**src/hw/srtc_cfg.svh**
```systemverilog
/*
 * Constants of the seconds real-time clock: widths, limits and timing.
 * Assumes it is included by bare name from the package, not from the design files.
 */
`ifndef SRTC_CFG_SVH
`define SRTC_CFG_SVH

// Sub-second counter: 4096 ticks per second, 12 bits
`define SRTC_SUB_W 12
`define SRTC_SUB_LAST 12'hFFF
// Crystal cycles per sub-second tick (32768 / 4096)
`define SRTC_XTAL_PER_TICK 4'h8
`define SRTC_XTAL_CNT_W 4
// Trim: signed ppm, range -127..+127, one ppm per negative step, about 1/7 ppm per positive step
`define SRTC_TRIM_W 8
`define SRTC_TRIM_MAX 8'h7F
// One ppm of 32768 Hz is one cycle in a million crystal cycles
`define SRTC_PPM_WINDOW 20'hF4240
`define SRTC_WIN_W 20
// Width of the seconds count and of the sub-second alarm
`define SRTC_SEC_W 32
`define SRTC_SSA_W 32

`endif

```
**src/hw/srtc_pkg.sv**
```systemverilog
/*
 * Types of the seconds real-time clock.
 * Assumes srtc_cfg.svh sits in the include path.
 */
`include "srtc_cfg.svh"

package srtc_pkg;

    // One alarm's software settings
    typedef struct packed {
        logic enable;
        logic repeat_en;
        logic irq_en;
        logic wake_en;
    } srtc_alarm_cfg_t;

    // Time as seen by software
    typedef struct packed {
        logic [`SRTC_SEC_W-1:0] seconds;
        logic [`SRTC_SUB_W-1:0] subsec;
    } srtc_time_t;

    // Source of the timebase
    typedef enum logic {
        SRTC_SRC_XTAL,
        SRTC_SRC_EXT
    } srtc_src_t;

endpackage : srtc_pkg

```
**src/hw/srtc_sync.sv**
```systemverilog
/*
 * Two-flip-flop synchroniser for an array of level inputs.
 * Assumes the inputs are levels slower than clk_sys.
 */
module srtc_sync #(
    parameter int W = 2
) (
    input wire logic clk_sys,
    input wire logic rst,
    input wire logic [W-1:0] d,
    output logic [W-1:0] q
);
    logic [W-1:0] meta_ff;
    logic [W-1:0] q_ff;

    // Per-bit two stages; first stage feeds only the second
    genvar i;
    generate
        for (i = 0; i < W; i++)
        begin : g_bit
            always_ff @(posedge clk_sys or posedge rst)
            begin
                if (rst)
                begin
                    meta_ff[i] <= 1'b0;
                    q_ff[i] <= 1'b0;
                end
                else
                begin
                    meta_ff[i] <= d[i];
                    q_ff[i] <= meta_ff[i];
                end
            end
        end
    endgenerate

    assign q = q_ff;
endmodule : srtc_sync

```
**src/hw/srtc_top.sv**
```systemverilog
/*
 * Seconds real-time clock with a time-of-day alarm and a sub-second alarm.
 * Assumes a 32.768 kHz crystal or external clock level arrives on pins,
 * far slower than the 200 MHz clk_sys, and that software drives the
 * control ports as clk_sys levels and pulses.
 */
// Operation
// - A 32-bit count of seconds advances by one each second and is readable.
// - A time-of-day alarm fires when the seconds count reaches its set value.
// - An independent 32-bit sub-second alarm counts in 1/4096 second ticks.
// - Either alarm can repeat; the sub-second one re-arms for the same interval, the time-of-day one adds its set value to the target.
// - An enabled alarm that fires raises an interrupt and a wake-up request as its irq_en and wake_en select.
// - The timebase comes from the crystal or from a selected external clock.
// - Software trims the rate by -127 to +127: 1 ppm steps below zero, about 1/7 ppm steps above.
// - When enabled, a timebase-derived signal is driven on the calibration pin.
module srtc_top
    import srtc_pkg::*;
(
    input wire logic clk_sys,
    input wire logic rst,
    input wire logic xtal_clk,
    input wire logic ext_clk,
    input wire logic rtc_enable,
    input wire srtc_src_t src_sel,
    input wire logic signed [`SRTC_TRIM_W-1:0] trim_ppm,
    input wire logic cal_out_en,
    input wire logic sec_load,
    input wire logic [`SRTC_SEC_W-1:0] sec_load_val,
    input wire logic [`SRTC_SEC_W-1:0] tod_alarm_val,
    input wire srtc_alarm_cfg_t tod_cfg,
    input wire logic [`SRTC_SSA_W-1:0] ss_alarm_val,
    input wire srtc_alarm_cfg_t ss_cfg,
    input wire logic tod_flag_clr,
    input wire logic ss_flag_clr,
    output srtc_time_t time_now,
    output logic tod_flag,
    output logic ss_flag,
    output logic rtc_irq,
    output logic rtc_wake,
    output logic rtc_cal_clock_out
);
    ////////////////////////////////////////////////////////////////////////////
    // Pin synchronisers
    logic [1:0] pin_sync;

    srtc_sync #(
        .W(2)
    ) u_sync (
        .clk_sys(clk_sys),
        .rst(rst),
        .d({ext_clk, xtal_clk}),
        .q(pin_sync)
    );

    ////////////////////////////////////////////////////////////////////////////
    // Timebase, trim and tick generation
    logic src_lvl;
    logic src_prev_ff, nxt_src_prev;
    logic [`SRTC_XTAL_CNT_W-1:0] div_ff, nxt_div;
    logic [`SRTC_WIN_W-1:0] win_ff, nxt_win;
    logic [`SRTC_TRIM_W-1:0] trim_left_ff, nxt_trim_left;
    logic tick_ff, nxt_tick;
    logic src_rise;
    logic [`SRTC_TRIM_W-1:0] trim_mag;

    assign src_lvl = (src_sel == SRTC_SRC_EXT) ? pin_sync[1] : pin_sync[0];
    assign src_rise = src_lvl && !src_prev_ff;
    // Clamp -128 to 127 so the range stays symmetric
    assign trim_mag = (trim_ppm < 0) ?
        ((trim_ppm == -8'sd128) ? `SRTC_TRIM_MAX : 8'(-trim_ppm)) : 8'(trim_ppm);

    // Divider: a positive trim cuts ticks to seven edges while trim_left_ff lasts, a negative one swallows edges,
    // once per million edges; exact on average for negative trims, about 1/7 of the setting for positive ones
    always_comb
    begin
        nxt_src_prev = src_lvl;
        nxt_div = div_ff;
        nxt_win = win_ff;
        nxt_trim_left = trim_left_ff;
        nxt_tick = 1'b0;
        if (rtc_enable && src_rise)
        begin
            if (win_ff == `SRTC_PPM_WINDOW - 20'h1)
            begin
                nxt_win = 20'h0;
                nxt_trim_left = trim_mag;
            end
            else
            begin
                nxt_win = win_ff + 20'h1;
            end
            if (trim_left_ff != 8'h0 && trim_ppm < 0)
            begin
                nxt_trim_left = trim_left_ff - 8'h1;
            end
            else
            begin
                if (trim_left_ff != 8'h0)
                begin
                    nxt_trim_left = trim_left_ff - 8'h1;
                end
                if (div_ff >= `SRTC_XTAL_PER_TICK - 4'h1 - 4'(trim_left_ff != 8'h0))
                begin
                    nxt_div = 4'h0;
                    nxt_tick = 1'b1;
                end
                else
                begin
                    nxt_div = div_ff + 4'h1;
                end
            end
        end
    end

    always_ff @(posedge clk_sys or posedge rst)
    begin
        if (rst)
        begin
            src_prev_ff <= 1'b0;
            div_ff <= 4'h0;
            win_ff <= 20'h0;
            trim_left_ff <= 8'h0;
            tick_ff <= 1'b0;
        end
        else
        begin
            src_prev_ff <= nxt_src_prev;
            div_ff <= nxt_div;
            win_ff <= nxt_win;
            trim_left_ff <= nxt_trim_left;
            tick_ff <= nxt_tick;
        end
    end

    ////////////////////////////////////////////////////////////////////////////
    // Time counters, alarms and outputs
    srtc_time_t time_ff, nxt_time;
    logic [`SRTC_SSA_W-1:0] ss_left_ff, nxt_ss_left;
    logic [`SRTC_SEC_W-1:0] tod_target_ff, nxt_tod_target;
    logic tod_armed_ff, nxt_tod_armed;
    logic ss_armed_ff, nxt_ss_armed;
    logic tod_cfg_en_ff, ss_cfg_en_ff;
    logic tod_flag_ff, nxt_tod_flag;
    logic ss_flag_ff, nxt_ss_flag;
    logic irq_ff, nxt_irq;
    logic wake_ff, nxt_wake;
    logic cal_ff, nxt_cal;
    logic tod_fire, ss_fire;
    logic sec_carry;

    assign sec_carry = tick_ff && (time_ff.subsec == `SRTC_SUB_LAST);
    // match on seconds at the carry
    assign tod_fire = tod_armed_ff && sec_carry &&
        (time_ff.seconds + 32'h1 == tod_target_ff);
    assign ss_fire = ss_armed_ff && tick_ff && (ss_left_ff <= 32'h1);

    always_comb
    begin
        nxt_time = time_ff;
        nxt_ss_left = ss_left_ff;
        nxt_tod_target = tod_target_ff;
        nxt_tod_armed = tod_armed_ff;
        nxt_ss_armed = ss_armed_ff;
        nxt_tod_flag = tod_flag_ff;
        nxt_ss_flag = ss_flag_ff;
        if (tick_ff)
        begin
            nxt_time.subsec = time_ff.subsec + 12'h1;
            if (sec_carry)
            begin
                nxt_time.seconds = time_ff.seconds + 32'h1;
            end
        end
        if (sec_load)
        begin
            nxt_time.seconds = sec_load_val;
            nxt_time.subsec = 12'h0;
        end
        // Arming on the rising edge of enable latches the alarm value
        if (tod_cfg.enable && !tod_cfg_en_ff)
        begin
            nxt_tod_target = tod_alarm_val;
            nxt_tod_armed = 1'b1;
        end
        else if (tod_fire)
        begin
            nxt_tod_target = tod_target_ff + tod_alarm_val - time_ff.seconds - 32'h1 +
                time_ff.seconds + 32'h1 - tod_alarm_val + tod_alarm_val;
            nxt_tod_armed = tod_cfg.repeat_en;
        end
        if (!tod_cfg.enable)
        begin
            nxt_tod_armed = 1'b0;
        end
        if (ss_cfg.enable && !ss_cfg_en_ff)
        begin
            nxt_ss_left = ss_alarm_val;
            nxt_ss_armed = 1'b1;
        end
        else if (tick_ff && ss_armed_ff)
        begin
            nxt_ss_left = ss_left_ff - 32'h1;
            if (ss_fire)
            begin
                nxt_ss_left = ss_alarm_val;
                nxt_ss_armed = ss_cfg.repeat_en;
            end
        end
        if (!ss_cfg.enable)
        begin
            nxt_ss_armed = 1'b0;
        end
        if (tod_flag_clr)
        begin
            nxt_tod_flag = 1'b0;
        end
        if (tod_fire)
        begin
            nxt_tod_flag = 1'b1;
        end
        if (ss_flag_clr)
        begin
            nxt_ss_flag = 1'b0;
        end
        if (ss_fire)
        begin
            nxt_ss_flag = 1'b1;
        end
        nxt_irq = (nxt_tod_flag && tod_cfg.irq_en) || (nxt_ss_flag && ss_cfg.irq_en);
        nxt_wake = (nxt_tod_flag && tod_cfg.wake_en) || (nxt_ss_flag && ss_cfg.wake_en);
        // calibration output: 1 Hz-ish half-cycle square from subsec MSB
        nxt_cal = cal_out_en && nxt_time.subsec[`SRTC_SUB_W-1];
    end

    always_ff @(posedge clk_sys or posedge rst)
    begin
        if (rst)
        begin
            time_ff <= '0;
            ss_left_ff <= 32'h0;
            tod_target_ff <= 32'h0;
            tod_armed_ff <= 1'b0;
            ss_armed_ff <= 1'b0;
            tod_cfg_en_ff <= 1'b0;
            ss_cfg_en_ff <= 1'b0;
            tod_flag_ff <= 1'b0;
            ss_flag_ff <= 1'b0;
            irq_ff <= 1'b0;
            wake_ff <= 1'b0;
            cal_ff <= 1'b0;
        end
        else
        begin
            time_ff <= nxt_time;
            ss_left_ff <= nxt_ss_left;
            tod_target_ff <= nxt_tod_target;
            tod_armed_ff <= nxt_tod_armed;
            ss_armed_ff <= nxt_ss_armed;
            tod_cfg_en_ff <= tod_cfg.enable;
            ss_cfg_en_ff <= ss_cfg.enable;
            tod_flag_ff <= nxt_tod_flag;
            ss_flag_ff <= nxt_ss_flag;
            irq_ff <= nxt_irq;
            wake_ff <= nxt_wake;
            cal_ff <= nxt_cal;
        end
    end

    assign time_now = time_ff;
    assign tod_flag = tod_flag_ff;
    assign ss_flag = ss_flag_ff;
    assign rtc_irq = irq_ff;
    assign rtc_wake = wake_ff;
    assign rtc_cal_clock_out = cal_ff;
endmodule : srtc_top

```
**config.mk**
```make
export PLATFORM = sky130hd
export DESIGN_NAME = srtc_top
export DESIGN_NICKNAME = d
export VERILOG_FILES = /design/src/hw/srtc_pkg.sv /design/src/hw/srtc_sync.sv /design/src/hw/srtc_top.sv
export VERILOG_INCLUDE_DIRS = /design/src /design/src/hw
export SDC_FILE = /design/constraint.sdc
export NUM_CORES = 1
export LEC_CHECK = 0
export BUFFER_PORTS_ARGS = -buffer_cell sky130_fd_sc_hd__buf_2
export CORE_MARGIN = 3
export CORE_UTILIZATION = 35
export CTS_CLUSTER_SIZE = 28
export DETAILED_ROUTE_END_ITERATION = 8
export MAX_ROUTING_LAYER = met4
export SLEW_MARGIN = 15
export SYNTH_ARGS = -nofsm -noshare
export SYNTH_HDL_FRONTEND = slang
export SYNTH_SLANG_ARGS = --single-unit
```
**constraint.sdc**
```tcl
create_clock -name clk_sys -period 7.7 [get_ports clk_sys]
set_input_delay 1.54 -clock clk_sys [delete_from_list [all_inputs] [get_ports clk_sys]]
set_output_delay 1.54 -clock clk_sys [all_outputs]
set_load 0.01 [all_outputs]
```
# After elaboration in Yosys (flattened, before gate mapping)
# Cells that the tools add are included.
classes:
  addsub: 15
  magnitude_cmp: 3
  n_reduce_logical: 30
  n_eq_ne: 7
  bitwise: 1
  n_mux: 30
ops:
  columns: ["operator", "count"]
  rows:
  - ["$mux 32", 6]
  - ["$add 32x32->32", 3]
  - ["$mux 44", 2]
  - ["$add 32x1->32 const B", 2]
  - ["$sub 32x1->32 const B", 2]
  - ["$sub 32x32->32", 2]
  - ["$mux 8", 5]
  - ["$eq 32x32->1", 1]
  - ["$le 32x1->1 const B", 1]
  - ["$add 20x1->20 const B", 1]
  - ["$eq 20x20->1 const B", 1]
  - ["$mux 20", 1]
  - ["$logic_and 1x1->1", 15]
  - ["$mux 1", 15]
  - ["$add 12x1->12 const B", 1]
  - ["$eq 12x12->1 const B", 1]
  - ["$ne 3x1->1 const B", 3]
  - ["$eq 8x8->1 const B", 1]
  - ["$lt 8x1->1 const B", 1]
  - ["$neg 8->8", 1]
  - ["$reduce_and 2->1", 4]
  - ["$reduce_bool 2->1", 4]
  - ["$reduce_bool 8->1", 1]
  - ["$sub 8x1->8 const B", 1]
  - ["other kinds (8)", 11]
word_totals:
  out_inout_bits: 49
  register_bits: 155

# Logic depth before layout (Yosys ltp)
# Gate-level depths: netlist of the first run.
logic_depth:
  depth_word: 9
  mapped_depth: 20
  ltp_nobuf: 19

# Hierarchy
# From an unflattened synthesis of the first run, not the netlist that was laid out.
hier_totals:
  cells_unflattened: 1639
  hier_area_um2: 13521.7
modules_own_cells:
  columns: ["module", "n_inst", "seq_area_each_um2", "area_each_um2", "cells_per_inst"]
  rows:
  - ["srtc_top", 1, 3778.6, 13417.9, 1634]
  - ["srtc_sync", 1, 100.1, 103.8, 5]

# Worst setup path after synthesis of the first run
# No wires, ideal clock.
synth_timing:
  kind: "input to register"
  start: "in tod_alarm_val[2]"
  end: "reg tod_target_ff[31]"
  path_buffers: 0
  arrival_time_ns: 5.676
  t_required_ns: 7.608
  path_slack_ns: 1.932
  path_stages: 18
  path_cell_list: "inv_1 -> fa_1 -> inv_1 -> fa_1 -> inv_1 -> fa_1 -> inv_1 -> ha_1 -> nor2b_1 -> o31a_1 -> a2111oi_0 -> nor3b_1 -> o21bai_1 -> a21oi_1 -> o211ai_1 -> a21oi_1 -> o31a_1 -> o31ai_2"
synth_between:
  elab_chain_len: 9
synth_rtl:
  columns: ["item", "line", "source"]
  rows:
  - ["start, declared", "srtc_top.sv:29", "input wire logic [`SRTC_SEC_W-1:0] tod_alarm_val,"]
  - ["$add 32x32->32", "srtc_top.sv:187", "nxt_tod_target = tod_target_ff + tod_alarm_val - time_ff.seconds - 32'h1 +"]
  - ["$sub 32x32->32", "srtc_top.sv:187", null]
  - ["$sub 32x1->32", "srtc_top.sv:187", null]
  - ["$add 32x32->32", "srtc_top.sv:187", null]
  - ["$add 32x1->32", "srtc_top.sv:188", "time_ff.seconds + 32'h1 - tod_alarm_val + tod_alarm_val;"]
  - ["$sub 32x32->32", "srtc_top.sv:188", null]
  - ["$add 32x32->32 (*)", "srtc_top.sv:188", null]
  - ["$mux 32 (*)", "srtc_top.sv:185", "else if (tod_fire)"]
  - ["$mux 32 (*)", "srtc_top.sv:180", "if (tod_cfg.enable && !tod_cfg_en_ff)"]
  - ["end signal, assigned", "srtc_top.sv:256", "tod_target_ff <= nxt_tod_target;"]
  - ["end, declared", "srtc_top.sv:139", "logic [`SRTC_SEC_W-1:0] tod_target_ff, nxt_tod_target;"]
# Every way passes the cells marked *; elsewhere a longest branch is shown, timed or not. The select of a mux whose other input is x is not followed.
# A chain may end at the register's enable or synchronous reset.

# Final worst setup path of the first run
layout_timing:
  start: "in tod_alarm_val[1]"
  end: "reg tod_target_ff[31]"
# Same word-level chain as after synthesis.

==> results of run 1 <==
[critical path, cell delays in order]
cell,delay (ns)
buf_2,0.10
inv_1,0.07
fa_1,0.55
inv_1,0.06
fa_1,0.50
inv_1,0.05
fa_1,0.51
fa_1,0.49
nor2b_1,0.16
o31a_1,0.21
a2111oi_0,0.12
buf_4,0.16
nor3b_1,0.36
o21bai_1,0.18
a21oi_1,0.22
o211ai_1,0.20
and3_1,0.21
o31a_1,0.28
o31ai_2,0.18
[worst paths after layout]
path | end | slack (ns)
min | u_sync.q[0] | 0.35
max | tod_target_ff[31] | 1.90
max in group asynchronous | win_ff[5] | 5.42
max reg2reg | tod_target_ff[31] | 2.62
min in group asynchronous | rtc_irq | 1.16
min reg2reg | u_sync.q[0] | 0.35
[placed cells by master, fill, tap and decap left out, drive strengths merged, types with 13 or more instances in the layout]
master    n
a21oi    97
nand4    27
nand2   135
mux2i    33
nor2     90
a21o     13
fa       90
inv     261
nor4     19
and3     14
xnor2    99
nor3     33
buf     181
o21ai   141
clkbuf   19
xor2     42
nand3    45
dfrtp   155
ha       44
[power by group]
| group | total [mW] | internal, mW | switching [mW] |
|---|---|---|---|
| Combinational | 1.98 | 0.874 | 1.10 |
| Sequential | 1.05 | 0.910 | 0.137 |
| Clock | 0.858 | 0.462 | 0.397 |
| Total | 3.88 | 2.25 | 1.63 |
[routing by layer]
layer	up-vias	global-route usage, %
met5	-	-
met4	0	4.73
met3	43	4.38
met2	313	31.1
met1	5409	24.3
li1	5414	-
[kinds of logic (layout without fill, tap and decap cells)]
| group | count (synthesis) | count (layout) | synth area share, % |
|---|---|---|---|
| other | 0 | 7 | 0 |
| flip-flops | 155 | 155 | 29.5 |
| XOR/XNOR | 141 | 141 | 9.40 |
| multiplexers | 40 | 40 | 3.11 |
| adder cells (fa/ha/maj) | 134 | 134 | 17.9 |
| AND/OR/NAND/NOR | 425 | 425 | 15.8 |
| buffers and inverters | 305 | 466 | 9.17 |
| AO/OA/AOI/OAI | 337 | 337 | 15.1 |
[cell type report]
class                           instances  share of cell area (%)
Multi-Input combinational cell       1077                    53.7
Tap cell                              468                    3.90
Clock inverter                         13                   0.859
Antenna cell                            7                   0.117
Timing Repair Buffer                  181                    6.22
Sequential cell                       155                    25.9
Clock buffer                           19                    2.95
Inverter                              253                    6.36
[registers in the layout (all words and copies together), names as in the netlist, 2 cells and up]
signal and flops:
div_ff 4, tod_target_ff 32, u_sync.q 2, u_sync.meta_ff 2, ss_left_ff 32, time_now 44
win_ff 20, trim_left_ff 8
==> run summary, run 1 <==
DR top layer -> met4
area grow syn2layout -> 14.2%
Max-Cap Viols -> 0
Setup TNS -> 0 ns
post-synthesis sequential area ratio -> 29.5%
routability cong. -> 0.909
Ports -> 171
die area -> 39900 µm²
initial antenna violation count -> 7
Relative slew margins -> 29.4%
Final Hold Violating Endpoints -> 0
core area -> 36800 µm²
CTS max path bufs -> 2
CTS tree -> built
vias in the first global route -> 11200
Worst Max-Slew Pin Slew -> 1.06 ns
htree depth -> 4
Routed Antenna Nets -> 0
Die W -> 200 µm
clock sinks -> 155
Placed Area -> 14400 µm²
Leak -> 7.06 nW
DRT Pass-1 Iters -> 5
total area of sequential cells -> 3880 µm²
Post-synth EDFFs -> 0
GRT Total Usage -> 19.1%
Cell Count, Final, Fillers Out -> 2173
Slew Limit Fails -> 0
HP Class -> flop to flop
min cycle time layout -> 5.80 ns
post-cts sizing count -> 0
CP Class -> primary input to flop
placed wire-length estimate -> 27300 µm
Layout Skew -> 0.0114 ns
total chip power -> 3.88 mW
clk slew on worst S/H paths -> 0.07 ns
synthesis-stage register bit count -> 155
Unique masters post-synth -> 69
Filler Cells Inserted -> 3762
area leader, netlist -> dfrtp_1
Placed Cells -> 2134
ys flop type -> dfrtp_1
Avg WL per Cell -> 16.4 µm
Data required, critical path -> 8.06 ns
wire length on met1 -> 15700 µm
Syn Nets -> 1793
crit path DAT -> 6.16 ns
1st-iter DRT viols -> 664
first-pass GRT wire length -> 58600 µm
final wirelength -> 35600 µm
Rows -> 70
Post-route DRC -> 0
met2 wire len -> 16900 µm
Num CTS Buffers -> 17
Multi-input gate area -> 8060 µm²
starting density of the core -> 35.7%
Cells after Synth -> 1537
top post-synthesis cells by count -> inv_1, dfrtp_1, nand2_1, o21ai_0, xnor2_1
wire length on met3 -> 2360 µm
Yosys top cell area share -> 29.5%
most common cell in the netlist -> inv_1
worst r2r src -> time_now[15]
Avg Cell Area, Syn -> 8.55 µm²
Finish-stage setup viols -> 0
port buffer count -> 170
ranking of synthesized cells by area -> dfrtp_1, fa_1, inv_1, xnor2_1, o21ai_0
Clk Latency, worst-skew pair -> 0.46 ns
Hold Path Origin -> u_sync.meta_ff[0]
total number of vias -> 11200
Hold WS -> 0.355 ns
FMAX -> 172 MHz
share of cells above drive strength 1 -> 13.7%
CP startpoint -> tod_alarm_val[1]
final instance area -> 15000 µm²
final setup margin -> 1.90 ns
Syn Std Cell Area -> 13100 µm²
hold path cells -> 0
reg2reg path depth -> 18
Final Core Density -> 40.8%
Vert. Die Dim -> 200 µm
nets@finish -> 1941
post-route clock period utilization -> 75.3%
asr flop ratio synth -> 100%
Yosys Warn Count -> 0
Post-CTS Setup Repair Bufs -> 0
RSZ-0062 raised after global routing -> false
worst ir drop on vdd -> 0.166 mV
CP Launch Type -> primary input
outcome -> complete, no violations
largest net degree at the start of global routing -> 71
hold_buf cts -> 0
pre-CTS setup slack -> 1.47 ns
crit path capture type -> flop
cell area power density -> 259 nW/µm²
Max Fanout on Critical Path -> 4
vias per inst -> 5.14
total global routing overflow -> 0
root buffer cell -> clkbuf_16
No activity file was read; power rests on OpenSTA's default activity.
==> inputs of run 2 (changes only) <==
- ABC_AREA: unset -> 1
- clock period: 7.7 -> 5.19 ns (I/O delays scaled with it)
==> run 2 against run 1 <==
Global-route usage is 3.8 points higher. Final area up 10%. Clock power rose by 50%.
==> run summary, run 2 <==
CTS max path bufs -> 2 (unchanged)
1st-iter DRT viols -> 957 (was 664)
RSZ-0062 raised after global routing -> false (unchanged)
largest net degree at the start of global routing -> 156 (was 71)
area leader, netlist -> dfrtp_1 (unchanged)
htree depth -> 4 (unchanged)
clock sinks -> 155 (unchanged)
routability cong. -> 0.980 (was 0.909)
Placed Cells -> 2747 (was 2134)
Syn Std Cell Area -> 14200 µm² (was 13100 µm²)
critical path's most frequent cell -> nand2_1 (was fa_1)
Post-route DRC -> 0 (unchanged)
FMAX -> 210 MHz
worst ir drop on vdd -> 0.262 mV (was 0.166 mV)
root buffer cell -> clkbuf_16 (unchanged)
starting density of the core -> 35.6% (was 35.7%)
CTS tree -> built (unchanged)
Slew Limit Fails -> 0 (unchanged)
post-route clock period utilization -> 91.9%
R2R setup slack -> 0.69 ns (was 2.62 ns)
HP Class -> flop to flop (unchanged)
cell area power density -> 549 nW/µm² (was 259 nW/µm²)
CP Class -> primary input to flop (unchanged)
clk slew on worst S/H paths -> 0.07 ns (about the same)
Pint -> 4.49 mW (was 2.25 mW)
final wirelength -> 48100 µm (was 35600 µm)
Post-CTS Setup Repair Bufs -> 0 (unchanged)
total number of vias -> 14100 (was 11200)
Clk Latency, worst-skew pair -> 0.45 ns (was 0.46 ns)
Ports -> 171 (unchanged)
Avg Cell Area, Syn -> 6.96 µm² (was 8.55 µm²)
worst r2r src -> time_now[23] (was time_now[15])
port buffer count -> 170 (unchanged)
Post-synth EDFFs -> 0 (unchanged)
Num CTS Buffers -> 17 (unchanged)
Syn Nets -> 2304 (was 1793)
Placed Area -> 15900 µm² (was 14400 µm²)
most frequent cells in the layout -> nand2_1, inv_1, nor2_1 (was inv_1, buf_2, dfrtp_1)
hold_buf cts -> 0 (unchanged)
crit path DAT -> 5.10 ns (was 6.16 ns)
area grow syn2layout -> 16.0% (was 14.2%)
Yosys top cell area share -> 27.2% (was 29.5%)
Avg WL per Cell -> 17.3 µm (was 16.4 µm)
Sw Ratio -> 50.5% (was 42.1%)
Finish-stage setup viols -> 0 (unchanged)
Data required, critical path -> 5.52 ns (was 8.06 ns)
nets@finish -> 2497 (was 1941)
Sequential Power Share -> 19.3% (was 27.0%)
combinational power share -> 66.5% (was 50.9%)
critical-path cell list -> buf_2, buf_4, fa_1, inv_1, fa_1, inv_1, fa_1, inv_1, ha_1, nand2_1, nor2_1, nand2_1, o21ai_0, buf_4, a21oi_1, or2_2, nand3_1, o21ai_0, nand2_1, nand2_1 (was buf_2, inv_1, fa_1, inv_1, fa_1, inv_1, fa_1, fa_1, nor2b_1, o31a_1, a2111oi_0, buf_4, nor3b_1, o21bai_1, a21oi_1, o211ai_1, and3_1, o31a_1, o31ai_2)
outcome -> complete, no violations (unchanged)
Vert. Die Dim -> 208 µm (was 200 µm)
Reg-to-Reg End -> tod_target_ff[22] (was tod_target_ff[31])
Routed Antenna Nets -> 0 (unchanged)
Leak -> 8.52 nW (was 7.06 nW)
Unique masters post-synth -> 49 (was 69)
Critical Path End -> tod_target_ff[22] (was tod_target_ff[31])
post-synthesis sequential area ratio -> 27.2% (was 29.5%)
DRT Pass-1 Iters -> 6 (was 5)
slowest CP cell -> fa_1 (unchanged)
commonest non-fill, non-tap cell in the layout -> nand2_1 (was inv_1)
ys flop type -> dfrtp_1 (unchanged)
Die W -> 208 µm (was 200 µm)
Hold WS -> 0.354 ns (was 0.355 ns)
total global routing overflow -> 0 (unchanged)
share of cells above drive strength 1 -> 13.1% (was 13.7%)
Rows -> 73 (was 70)
CP peak stage delay -> 0.53 ns (was 0.55 ns)
post-cts sizing count -> 0 (unchanged)
Layout Skew -> 0.0149 ns (was 0.0114 ns)
initial antenna violation count -> 7 (unchanged)
clock share of power -> 14.3% (was 22.1%)
final instance area -> 16500 µm² (was 15000 µm²)
top post-synthesis cells by count -> nand2_1, inv_1, nor2_1, nand3_1, dfrtp_1 (was inv_1, dfrtp_1, nand2_1, o21ai_0, xnor2_1)
CP Launch Type -> primary input (unchanged)
vias in the first global route -> 14000 (was 11200)
Final Hold Violating Endpoints -> 0 (unchanged)
core area -> 40000 µm² (was 36800 µm²)
Setup TNS -> 0 ns (unchanged)
Largest register FFs -> 44 (unchanged)
Cells after Synth -> 2048 (was 1537)
most common cell in the netlist -> nand2_1 (was inv_1)
Hold Path Origin -> u_sync.meta_ff[1] (was u_sync.meta_ff[0])
reg2reg path depth -> 18 (unchanged)
Psw -> 4.58 mW (was 1.63 mW)
min cycle time layout -> 4.77 ns
Relative slew margins -> 30.7% (was 29.4%)
GRT Total Usage -> 22.9% (was 19.1%)
crit path capture type -> flop (unchanged)
Cell Count, Final, Fillers Out -> 2786 (was 2173)
CP startpoint -> tod_alarm_val[11] (was tod_alarm_val[1])
Worst Max-Slew Pin Slew -> 1.04 ns (was 1.06 ns)
Yosys Warn Count -> 0 (unchanged)
Max Fanout on Critical Path -> 4 (unchanged)
ranking of synthesized cells by area -> dfrtp_1, nand2_1, fa_1, inv_1, nand3_1 (was dfrtp_1, fa_1, inv_1, xnor2_1, o21ai_0)
vias per inst -> 5.05 (was 5.14)
die area -> 43200 µm² (was 39900 µm²)
Final Core Density -> 41.3% (was 40.8%)
Max-Cap Viols -> 0 (unchanged)
asr flop ratio synth -> 100% (unchanged)
placed wire-length estimate -> 37600 µm (was 27300 µm)
synthesis-stage register bit count -> 155 (unchanged)
first-pass GRT wire length -> 76700 µm (was 58600 µm)
[run 2: cell types whose count changed after synthesis, moves of 14 or more]
cell      change
mux2i_1      -33
xor2_1       -17
nand2_1     +356
inv_1       +152
and3_1       -14
o211ai_1     +24
nor2_1       +95
o221ai_1     +25
nand3_1     +114
xnor2_1      -78
o21ai_1      -21
clkbuf_1     -14
[run 2: cell families (layout without fill, tap and decap cells)]
family                   after synthesis  after routing  share of synthesized area (%)
AO/OA/AOI/OAI                        307            307                           12.7
XOR/XNOR                              46             46                           2.83
adder cells (fa/ha/maj)              134            134                           16.5
buffers and inverters                457            663                           12.3
flip-flops                           155            155                           27.2
other                                  0              7                              0
AND/OR/NAND/NOR                      949            949                           28.5
[run 2: area by class of cell]
| cell class | instances | area (µm²) |
|---|---|---|
| flip-flops and latches | 155 | 3880 |
| clock inverters | 13 | 131 |
| repair buffers | 217 | 1220 |
| inverters | 414 | 1560 |
| clock buffers | 19 | 443 |
| multi-input cells | 1436 | 8630 |
| diodes | 7 | 17.5 |
| fillers | 4235 | 23500 |
| well taps | 525 | 657 |
[run 2: worst max-delay path, delay by kind of cell]
kind / cells / cell delay, ns
and+or+nand+nor: 7 / 1.09
buffers and inverters: 6 / 0.60
adders and majority gates: 4 / 1.87
AOI/OAI and AO/OA: 3 / 0.50
[run 2: per-layer routing]
layer | track usage, % | share of wire, %
met3 | 3.78 | 6.0
met4 | 6.25 | 2.2
met2 | 37.8 | 48
met1 | 29.3 | 44
met5 | - | 0
[run 2: worst min path at each step]
stage | endpoint | slack, ns | cells past startpoint
final | u_sync.q[1] | 0.35 | 0
after global routing | u_sync.q[1] | 0.37 | 0
after CTS | u_sync.q[1] | 0.36 | 0
after detailed placement | u_sync.q[1] | 0.34 | 0
after global placement | u_sync.q[1] | 0.34 | 0
after floorplan | u_sync.q[0] | 0.33 | 0
[run 2: per-stage QoR]
| stage | power (mW) | worst slack, ns |
|---|---|---|
| final | 9.07 | 0.422 |
| after global routing | 9.99 | 0.143 |
| after CTS | 9.08 | 0.430 |
| after detailed placement | 7.73 | -0.0287 |
| after global placement | 7.71 | -0.00998 |
| after floorplan | 5.78 | 0.503 |
[run 2: power by group through the flow]
stage / Combinational (mW) / Sequential (mW) / Clock (mW)
after floorplan: 4.08 / 1.70 / 0
after global placement: 5.95 / 1.76 / 0
after detailed placement: 5.97 / 1.77 / 0
after CTS: 6.01 / 1.75 / 1.32
after global routing: 6.83 / 1.79 / 1.37
final: 6.03 / 1.75 / 1.29
==> inputs of run 3 (changes only) <==
- CORE_MARGIN: 3 -> unset
- RECOVER_POWER: unset -> 50
==> run 3 against run 2 <==
The flow now finishes with violations (max-capacitance violations, max-slew violations). Die area shrank 3.8%. Count of clock-buffer cells in the layout shrank 1. Sequential cell count is the same.
==> run summary, run 3 (same netlist as run 2, synthesis figures left out) <==
root buffer cell -> clkbuf_16 (unchanged)
Setup TNS -> 0 ns (unchanged)
Reg-to-Reg End -> tod_target_ff[23] (was tod_target_ff[22])
CP peak stage delay -> 0.54 ns (was 0.53 ns)
clock share of power -> 14.5% (was 14.3%)
Worst Path Buf+Inv -> 5 (was 6)
post-route clock period utilization -> 90.3% (was 91.9%)
starting density of the core -> 35.7% (was 35.6%)
critical path's most frequent cell -> nand2_1 (unchanged)
Rows -> 73 (unchanged)
Num CTS Buffers -> 17 (unchanged)
vias in the first global route -> 13700 (was 14000)
CP Class -> primary input to flop (unchanged)
largest net degree at the start of global routing -> 156 (unchanged)
cell area power density -> 541 nW/µm² (was 549 nW/µm²)
Placed Cells -> 2735 (was 2747)
slowest CP cell -> fa_1 (unchanged)
worst r2r src -> time_now[23] (unchanged)
DRT Pass-1 Iters -> 7 (was 6)
final setup margin -> 0.504 ns (was 0.422 ns)
R2R setup slack -> 0.83 ns (was 0.69 ns)
Clk Latency, worst-skew pair -> 0.45 ns (about the same)
Multi-input gate area -> 8630 µm² (unchanged)
Min-Delay Endpoint -> u_sync.q[1] (unchanged)
share of cells above drive strength 1 -> 12.4% (was 13.1%)
CTS tree -> built (unchanged)
initial antenna violation count -> 4 (was 7)
Ports -> 171 (unchanged)
Psw -> 4.49 mW (was 4.58 mW)
crit path DAT -> 5.02 ns (was 5.10 ns)
htree depth -> 4 (unchanged)
GRT Total Usage -> 24.2% (was 22.9%)
Vert. Die Dim -> 204 µm (was 208 µm)
Pint -> 4.37 mW (was 4.49 mW)
clk slew on worst S/H paths -> 0.07 ns (about the same)
HP Class -> flop to flop (unchanged)
Slew Limit Fails -> 198 (was 0)
Relative slew margins -> -158% (was 30.7%)
commonest non-fill, non-tap cell in the layout -> nand2_1 (unchanged)
die area -> 41500 µm² (was 43200 µm²)
Final Hold Violating Endpoints -> 0 (unchanged)
Routed Antenna Nets -> 0 (unchanged)
Cell Count, Final, Fillers Out -> 2770 (was 2786)
Filler Cells Inserted -> 4189 (was 4235)
violated checks -> max-capacitance violations, max-slew violations
pre-CTS setup slack -> 0.0536 ns (was -0.0287 ns)
most frequent cells in the layout -> nand2_1, inv_1, nor2_1 (unchanged)
hold path cells -> 0 (unchanged)
hold_buf cts -> 0 (unchanged)
Hold Path Origin -> u_sync.meta_ff[1] (unchanged)
outcome -> finished with violations (was complete, no violations)
total number of vias -> 14000 (was 14100)
RSZ-0062 raised after global routing -> false (unchanged)
Worst Max-Slew Pin Slew -> 3.87 ns (was 1.04 ns)
Leak -> 8.44 nW (was 8.52 nW)
Post-route DRC -> 0 (unchanged)
min cycle time layout -> 4.69 ns (was 4.77 ns)
area grow syn2layout -> 15.1% (was 16.0%)
CP Launch Type -> primary input (unchanged)
top cell family by delay on the critical path -> adder cells (unchanged)
nets@finish -> 2485 (was 2497)
critical-path cell list -> buf_2, inv_1, fa_1, inv_1, fa_1, inv_1, fa_1, fa_1, nand3b_1, nand2_1, a21oi_1, buf_4, o21ai_0, nand2_1, nand2_1, a21oi_1, or2_2, nand3_1, nand2_1, nand2_1, nand2_1 (was buf_2, buf_4, fa_1, inv_1, fa_1, inv_1, fa_1, inv_1, ha_1, nand2_1, nor2_1, nand2_1, o21ai_0, buf_4, a21oi_1, or2_2, nand3_1, o21ai_0, nand2_1, nand2_1)
placed wire-length estimate -> 37000 µm (was 37600 µm)
Max-Cap Viols -> 2 (was 0)
core area -> 39900 µm² (was 40000 µm²)
combinational power share -> 65.8% (was 66.5%)
Data required, critical path -> 5.53 ns (was 5.52 ns)
clock sinks -> 155 (unchanged)
Layout Skew -> 0.0132 ns (was 0.0149 ns)
vias per inst -> 5.04 (was 5.05)
reg2reg path depth -> 18 (unchanged)
port buffer count -> 170 (unchanged)
Finish-stage setup viols -> 0 (unchanged)
worst ir drop on vdd -> 0.254 mV (was 0.262 mV)
1st-iter DRT viols -> 946 (was 957)
FMAX -> 213 MHz (was 210 MHz)
total global routing overflow -> 0 (unchanged)
CTS max path bufs -> 2 (unchanged)
crit path capture type -> flop (unchanged)
first-pass GRT wire length -> 75100 µm (was 76700 µm)
Largest register FFs -> 44 (unchanged)
post-cts sizing count -> 0 (unchanged)
Sw Ratio -> 50.7% (was 50.5%)
Die W -> 204 µm (was 208 µm)
Sequential Power Share -> 19.7% (was 19.3%)
total area of sequential cells -> 3880 µm² (unchanged)
Max Fanout on Critical Path -> 4 (unchanged)
final wirelength -> 47400 µm (was 48100 µm)
Avg WL per Cell -> 17.1 µm (was 17.3 µm)
Post-CTS Setup Repair Bufs -> 0 (unchanged)
routability cong. -> 1.01 (was 0.980)
==> run 3: changes by cell type in the layout (fill, tap and decap cells not counted), sizes merged <==
cell	delta
buf	-18
clkbuf	+5
diode	-3
clkinvlp	-1
inv	+1
==> run 3: how the worst max path moves through the flow <==
| stage | from | to | depth (start not counted) |
|---|---|---|---|
| 2_1_floorplan | tod_alarm_val[1] | tod_target_ff[21] | 19 |
| 3_3_place_gp | tod_alarm_val[1] | tod_target_ff[21] | 21 |
| 3_5_place_dp | tod_alarm_val[1] | tod_target_ff[21] | 21 |
| 4_1_cts | tod_alarm_val[1] | tod_target_ff[21] | 21 |
| 5_1_grt | rst | ss_left_ff[7] | 3 |
| 6_report | tod_alarm_val[1] | tod_target_ff[21] | 21 |
==> run 3: layout make-up <==
class	instances	area share (%)
tap	525	4.00
clock inverter	13	0.808
clock buffer	18	2.68
sequential	155	23.6
antenna	4	0.0610
multi-input combinational	1436	52.6
inverter	414	9.48
timing repair buffer	205	6.71
==> run 3: per-stage QoR <==
step | area [µm²] | util (%) | total power [mW] | hold WS (ns)
after CTS | 16400 | 41.1 | 8.87 | 0.347
final | 16400 | 41.1 | 8.87 | 0.343
after global routing | 16400 | 41.1 | 9.80 | 0.354
after global placement | 15900 | 39.7 | 7.51 | 0.334
after detailed placement | 15900 | 39.7 | 7.54 | 0.338
after floorplan | 14300 | - | 5.78 | 0.331
==> run 3: power groups by stage <==
stage	logic, mW	registers, mW	clock network (mW)
2_1_floorplan	4.08	1.70	0
5_1_grt	6.66	1.79	1.36
4_1_cts	5.81	1.75	1.32
3_3_place_gp	5.75	1.76	0
3_5_place_dp	5.77	1.77	0
6_report	5.83	1.75	1.28
==> run 3: per-layer routing <==
| metal | up-vias | part of all wire [%] | track usage, % |
|---|---|---|---|
| met5 | - | 0 | - |
| met4 | 0 | 3.1 | 7.63 |
| li1 | 6872 | - | - |
| met1 | 6624 | 44 | 30.4 |
| met3 | 58 | 6.4 | 5.07 |
| met2 | 415 | 47 | 38.7 |
